[config.mk]
export PLATFORM = sky130hd
export DESIGN_NAME = dpl_locator
export DESIGN_NICKNAME = d
export VERILOG_FILES = /design/src/hw/dpl_locator.v /design/src/hw/dpl_strobe_div.v
export VERILOG_INCLUDE_DIRS = /design/src /design/src/hw
export SDC_FILE = /design/constraint.sdc
export NUM_CORES = 1
export LEC_CHECK = 0
export BUFFER_PORTS_ARGS = -buffer_cell sky130_fd_sc_hd__buf_2
export CORE_MARGIN = 2
export CORE_UTILIZATION = 40
export DETAILED_ROUTE_END_ITERATION = 7
export PLACE_DENSITY_LB_ADDON = 0.1
export RECOVER_POWER = 25
export SYNTH_ARGS = -nofsm -noshare
export SYNTH_HDL_FRONTEND = slang
export SYNTH_SLANG_ARGS = --single-unit
[constraint.sdc]
create_clock -name ref_clk -period 2.9 [get_ports ref_clk]
set_input_delay 0.58 -clock ref_clk [delete_from_list [all_inputs] [get_ports ref_clk]]
set_output_delay 0.58 -clock ref_clk [all_outputs]
set_load 0.01 [all_outputs]
[src/hw/dpl_consts.vh]
// Purpose: shared constants for the point locator block
// Assumes: 10 MHz ref_clk, plain Verilog-2005
// Notes: widths and reset codes live here only
`ifndef DPL_CONSTS_VH
`define DPL_CONSTS_VH
`define DPL_POS_W        5
`define DPL_CODE_W       6
`define DPL_PANEL_W      4
`define DPL_DIV_W        3
`define DPL_POS_ONES     5'h1F
`define DPL_SIGN_ONE     1'h1
`define DPL_DIV_ZERO     3'h0
`define DPL_DIV_LAST     3'h7
`define DPL_PANEL_AUTO   4'hF
`define DPL_POS_ONE      5'h01
`define DPL_DIV_ONE      3'h1
`define DPL_CODE_ONES    6'h3F
`define DPL_BIT_LOW      1'h0
`define DPL_BIT_HIGH     1'h1
`endif

[src/hw/dpl_locator.v]
// Purpose: decimal point locator: k and result counters, point code output
// Assumes: all inputs synchronous to ref_clk; clocks are one-cycle enables
// Notes: point code pins are two-way; oe low means this block drives
//
// Overview of operation
// in display cycle, divide k-locator clock by eight into display strobe
// display strobe clocks scalers and denominator data out slowly
// k counter decrements per k clock while result below k, stops equal
// result counter steps on its clock; direction high down, low up
// self-ranging select low in auto, high when manual position chosen
// aligned flag goes low once point aligned in auto display
// ranging qualifier aligns continuously in auto, once per manual reset
// one-shot ranging request raised on manual non-remote reset
// drive point code normally; accept plug-in code on same lines
// active-low preset command sets all locator counter outputs high
// manual mode steps result counter until equal to panel position
// fewer-than-three-digits holds point and multiplier in place
// reset clears strobe divider for deterministic phase
`timescale 1ns/1ps
`include "dpl_consts.vh"
module dpl_locator (
  input  wire                    ref_clk,
  input  wire                    rst_b,
  input  wire                    display_cycle,
  input  wire                    k_locator_clock,
  input  wire                    result_locator_clock,
  input  wire                    locator_count_down,
  input  wire                    result_locator_preset_b,
  input  wire                    k_locator_preset_b,
  input  wire                    plugin_point_select_b,
  input  wire [`DPL_CODE_W-1:0]  point_position_code_in,
  input  wire [`DPL_PANEL_W-1:0] panel_point_position,
  input  wire                    one_shot_ranging_request,
  input  wire                    fewer_than_three_digits,
  output reg  [`DPL_CODE_W-1:0]  point_position_code_out,
  output wire                    point_position_code_oe,
  output wire                    slow_display_strobe,
  output reg                     self_ranging_select,
  output reg                     combined_ranging_qualifier,
  output reg                     point_aligned_flag,
  output reg                     k_sign,
  output reg  [`DPL_POS_W-1:0]   k_locator_count,
  output reg  [`DPL_POS_W-1:0]   result_locator_count
);
  // decoded qualifiers, combinational off registered state and pins
  wire                    manual_mode;
  wire                    auto_run;
  wire                    hold;
  wire                    k_step;
  wire                    k_behind;
  wire                    codes_equal;
  wire [`DPL_PANEL_W-1:0] result_low;
  wire                    panel_equal;
  wire                    result_above_panel;

  // next values of every register of this module
  reg  [`DPL_POS_W-1:0]   next_k_locator_count;
  reg                     next_k_sign;
  reg  [`DPL_POS_W-1:0]   next_result_locator_count;
  reg  [`DPL_CODE_W-1:0]  next_point_position_code_out;
  reg                     next_self_ranging_select;
  reg                     next_combined_ranging_qualifier;
  reg                     next_point_aligned_flag;

  // one step of a locator counter; wraps as a plain binary counter
  // would, so the sequencer must not clock past either end
  function [`DPL_POS_W-1:0] step_pos;
    input [`DPL_POS_W-1:0] pos;
    input                  down;
    begin
      if (down) begin
        step_pos = pos - `DPL_POS_ONE;
      end else begin
        step_pos = pos + `DPL_POS_ONE;
      end
    end
  endfunction

  // the panel reserves one code for automatic ranging
  function is_manual;
    input [`DPL_PANEL_W-1:0] code;
    begin
      is_manual = (code != `DPL_PANEL_AUTO);
    end
  endfunction

  assign manual_mode = is_manual(panel_point_position);
  // one-shot request forces a single auto pass while in manual
  assign auto_run    = !manual_mode || one_shot_ranging_request;
  assign hold        = fewer_than_three_digits;
  assign k_behind    = (result_locator_count < k_locator_count);
  assign codes_equal = (result_locator_count == k_locator_count);
  // manual chase only looks at the low bits against the four-line code
  assign result_low  = result_locator_count[`DPL_PANEL_W-1:0];
  assign panel_equal = (result_low == panel_point_position);
  assign result_above_panel = (result_low > panel_point_position);

  // the divider only sees k clocks inside the display cycle
  assign k_step = k_locator_clock && display_cycle;

  dpl_strobe_div u_div (
    .ref_clk (ref_clk),
    .rst_b   (rst_b),
    .step    (k_step),
    .strobe  (slow_display_strobe)
  );

  // release the lines while the plug-in supplies the point code
  assign point_position_code_oe = !plugin_point_select_b;

  // k counter: preset beats plug-in load beats the clock
  always @* begin
    next_k_locator_count = k_locator_count;
    if (!k_locator_preset_b) begin
      next_k_locator_count = `DPL_POS_ONES;
    end else if (!plugin_point_select_b) begin
      next_k_locator_count = point_position_code_in[`DPL_POS_W-1:0];
    end else if (k_locator_clock && !display_cycle && !hold) begin
      // stops by itself once both codes agree
      if (k_behind) begin
        next_k_locator_count = step_pos(k_locator_count, `DPL_BIT_HIGH);
      end
    end
  end

  // sign of the k counter follows the same priority, but never counts
  always @* begin
    next_k_sign = k_sign;
    if (!k_locator_preset_b) begin
      next_k_sign = `DPL_SIGN_ONE;
    end else if (!plugin_point_select_b) begin
      next_k_sign = point_position_code_in[`DPL_CODE_W-1];
    end
  end

  // result counter: auto follows the direction line, manual chases panel
  always @* begin
    next_result_locator_count = result_locator_count;
    if (!result_locator_preset_b) begin
      next_result_locator_count = `DPL_POS_ONES;
    end else if (result_locator_clock && !hold) begin
      if (auto_run) begin
        next_result_locator_count = step_pos(result_locator_count,
                                             locator_count_down);
      end else if (!panel_equal) begin
        // in manual the direction line is ignored
        next_result_locator_count = step_pos(result_locator_count,
                                             result_above_panel);
      end
    end
  end

  // status outputs are registered; point code and aligned flag trail the counters by one edge
  always @* begin
    next_point_position_code_out    = {k_sign, k_locator_count};
    next_self_ranging_select        = manual_mode;
    next_combined_ranging_qualifier = auto_run;
    next_point_aligned_flag         = `DPL_BIT_HIGH;
    if (auto_run && (hold || codes_equal)) begin
      next_point_aligned_flag = `DPL_BIT_LOW;
    end
  end

  always @(posedge ref_clk or negedge rst_b) begin
    if (!rst_b) begin
      k_locator_count <= `DPL_POS_ONES;
    end else begin
      k_locator_count <= next_k_locator_count;
    end
  end

  always @(posedge ref_clk or negedge rst_b) begin
    if (!rst_b) begin
      k_sign <= `DPL_SIGN_ONE;
    end else begin
      k_sign <= next_k_sign;
    end
  end

  always @(posedge ref_clk or negedge rst_b) begin
    if (!rst_b) begin
      result_locator_count <= `DPL_POS_ONES;
    end else begin
      result_locator_count <= next_result_locator_count;
    end
  end

  always @(posedge ref_clk or negedge rst_b) begin
    if (!rst_b) begin
      point_position_code_out <= `DPL_CODE_ONES;
    end else begin
      point_position_code_out <= next_point_position_code_out;
    end
  end

  always @(posedge ref_clk or negedge rst_b) begin
    if (!rst_b) begin
      self_ranging_select <= `DPL_BIT_LOW;
    end else begin
      self_ranging_select <= next_self_ranging_select;
    end
  end

  always @(posedge ref_clk or negedge rst_b) begin
    if (!rst_b) begin
      combined_ranging_qualifier <= `DPL_BIT_LOW;
    end else begin
      combined_ranging_qualifier <= next_combined_ranging_qualifier;
    end
  end

  // high after reset: nothing counts as aligned until the first clock edge out of reset
  always @(posedge ref_clk or negedge rst_b) begin
    if (!rst_b) begin
      point_aligned_flag <= `DPL_BIT_HIGH;
    end else begin
      point_aligned_flag <= next_point_aligned_flag;
    end
  end
endmodule

[src/hw/dpl_strobe_div.v]
// Purpose: divide-by-eight of the k-locator clock into the display strobe
// Assumes: step is a one-cycle enable pulse on ref_clk
// Notes: cleared by reset so the strobe phase is known
`timescale 1ns/1ps
`include "dpl_consts.vh"
module dpl_strobe_div (
  input  wire ref_clk,
  input  wire rst_b,
  input  wire step,
  output reg  strobe
);
  reg [`DPL_DIV_W-1:0] count;
  always @(posedge ref_clk or negedge rst_b) begin
    if (!rst_b) begin
      count  <= `DPL_DIV_ZERO;
      strobe <= `DPL_BIT_LOW;
    end else begin
      strobe <= `DPL_BIT_LOW;
      if (step) begin
        count <= count + `DPL_DIV_ONE;
        if (count == `DPL_DIV_LAST)
          strobe <= `DPL_BIT_HIGH;
      end
    end
  end
endmodule

==> results.md <==
* Status: finished, final reports clean
* Tcrit/Tclk final at 74.5%
* DRT antenna net count at 0
* Port bufs at 42
* Setup Fix Bufs, Post-CTS at 0
* Grt met3 use at between 2 and 2.5%
* RSZ-0062 raised after global routing: false
* Met2 Use GR at a little over a quarter
* Initial DRC Count at 15
* Hold crit path type: reg2reg
* Area Overhead vs Synth at 23.6%
* Skew final at about 0.0053 ns
* Maximum clock rate at about 460 MHz
* Core ar. at between 0.003 and 0.004 sq mm
* Dpl hpwl at 2100 um
* Die extent in x at about 62 um
* Worst Path Arrival at 2.41 ns
* Most frequent cells in the layout: buf_2 (40), dfstp_2 (17), ha_1 (14)
* Dominant cells by area after synthesis: dfstp_2 (35%), ha_1 (13%), dfrtp_1 (11%)
* Relative slew slack at between 10% and 20%
* WS Path Type: reg2reg
* Num rows at 21
* First-pass GRT wire length at ~4200 um
* Die H at between 60 and 70 um
* Peak VDD IR at 221 uV
* GR Overflow Total at 0
* Initial DRT Pass Iterations at 5
* Synthesized flop and latch total at 24
* WP data required at ~3.2 ns
* CP startpoint kind: flip-flop
* Sequential fraction of the synthesis area at a little under half
* Initial core utilization at between 40% and 50%
* Clk sink count at 24
* Cells after synthesis at 121
* Post-synth top area share at 35.1%
* Clock Path Buffers at 2
* Post-Syn Nets at about 160
* Setup violators final at 0
* Net count of the finished layout at 203
* Die area at about 0.0038 sq mm
* Post-Syn Area at between 0.001 and 0.0015 sq mm
* Static Leak at about 0.80 nW
* Ys Warns at 0
* # diodes at 0
* Final min period at 2.16 ns
* Largest net degree at the start of global routing at 25
* Mean Syn Cell Area at around 11 sq um
* Routed WL at ~2700 um
* Max-slew violations at 0
* Busiest grt layer: met2
* Most common cell after layout, fill and taps aside: buf_2
* IO Pins at 43
* Clock root buffer: clkbuf_4
* Worst slew pin tran at approximately 1.3 ns
* Synth area leader: dfstp_2
* Post-CTS Hold Buffers at 0
* CTS tree: built
* Final Total Pwr at 0.871 mW
* Vias at approximately 1,000
* Post_cts resized at 0
* Skew-Pair Late Insertion Delay at roughly 0.31 ns
* Total track usage at roughly 15%
* Number of distinct library cells after synthesis at 27
* DR WL/cell at between 10 and 15 um
* Hold Vio Cnt, Final at 0
* Setup_tns at 0 ns
* Critical-path maximum fanout at 5
* Vias in the first global route at slightly below 1,000
* Max H-tree Level at 1
* Remaining DRCs at 0
* Initial antenna violation count at 0
* Post-DR vias/cell at roughly 4.8
* Placer Congestion at between 0.6 and 0.7
* Total power divided by cell area at between 500 and 600 mW/mm^2
* Total CTS buffers at 3
* Share of cells above drive strength 1 at 40.1%
* CTS clock-pin slew for the worst setup and hold paths at ~0.14 ns
* Met1 Track Usage GR at between 10% and 20%
* Fill cell count at 304
* Total of max-cap violations at 0
* Critical path capture point type: flip-flop
* Min Hold Slack at 0.388 ns
cells by family (layout without fill, tap and decap cells):
group,after synthesis,in the layout,share of synthesized area [%]
simple gates,38,38,14.2
flops,24,24,46.2
fa+ha+maj,14,14,13.0
compound gates,14,14,9.75
buf+inv,13,59,3.62
mux,11,11,8.63
xor+xnor,7,7,4.55
metal layers:
| layer | up-vias | share of wire, % |
|---|---|---|
| li1 | 510 | - |
| met1 | 485 | 45 |
| met2 | 18 | 51 |
| met3 | 2 | 3.4 |
| met4 | 0 | 0.64 |
| met5 | - | 0 |
layout make-up:
cell class                      instances  area (sq um)  area share (%)
Multi-Input combinational cell         84           676            40.6
Sequential cell                        24           623            37.4
Timing Repair Buffer                   42           208            12.5
Tap cell                               46          57.6            3.46
Inverter                               13          48.8            2.93
Clock inverter                          1          30.0            1.80
Clock buffer                            3          22.5            1.35
stage by stage:
| step | cells | util [%] | area, sq um | setup slack [ns] |
|---|---|---|---|---|
| after floorplan | 121 | - | 1350 | 0.832 |
| after global placement | 209 | 49.2 | 1620 | 0.634 |
| after detailed placement | 209 | 49.2 | 1620 | 0.592 |
| after CTS | 213 | 50.8 | 1670 | 0.710 |
| after global routing | 213 | 50.7 | 1670 | 0.540 |
| final | 213 | 50.7 | 1670 | 0.741 |
power breakdown:
group	switching (mW)	internal, mW	total (mW)	leakage [nW]
clock	0.107	0.140	0.246	0.0279
combinational	0.102	0.101	0.203	0.515
sequential	0.0324	0.389	0.422	0.258
critical path, stage by stage, from the launching register on:
cell	delay, ns
dfstp_2	0.59
inv_1	0.11
ha_1	0.30
nand4_1	0.17
nand2b_1	0.14
a21oi_2	0.05
a21oi_4	0.20
mux2i_1	0.22
mux2_1	0.34
worst paths after layout:
check | slack (ns) | endpoint | cells past startpoint | startpoint
worst max-delay path | 0.74 | result_locator_count[4] | 8 | result_locator_count[0]
worst min-delay path | 0.39 | point_position_code_out[5] | 0 | k_sign
worst max register to register | 0.74 | result_locator_count[4] | 8 | result_locator_count[0]
worst min register to register | 0.39 | point_position_code_out[5] | 0 | k_sign
max in group asynchronous | 1.66 | combined_ranging_qualifier | 1 | rst_b
min in group asynchronous | 0.50 | u_div.count[1] | 1 | rst_b
cells in the mapped netlist (all sizes together):
cell and number:
dfstp 18, ha 14, inv 13, nand2 13, dfrtp 6, mux2i 6, xnor2 6, mux2 5
nor2 5, nand2b 4, o21ai 4, a21oi 3, and3 3, nand3 3, nand4 3, nor2b 3
nor4 3, o22a 3, o211ai 2, a21o 1, a41o 1, nor4b 1, xor2 1
registers in the layout, indices dropped and copies added (netlist names):
signal / flops
combined_ranging_qualifier: 1
point_aligned_flag: 1
k_locator_count: 5
point_position_code_out: 6
self_ranging_select: 1
k_sign: 1
u_div.strobe: 1
u_div.count: 3
result_locator_count: 5
No activity file was read; power rests on OpenSTA's default activity.
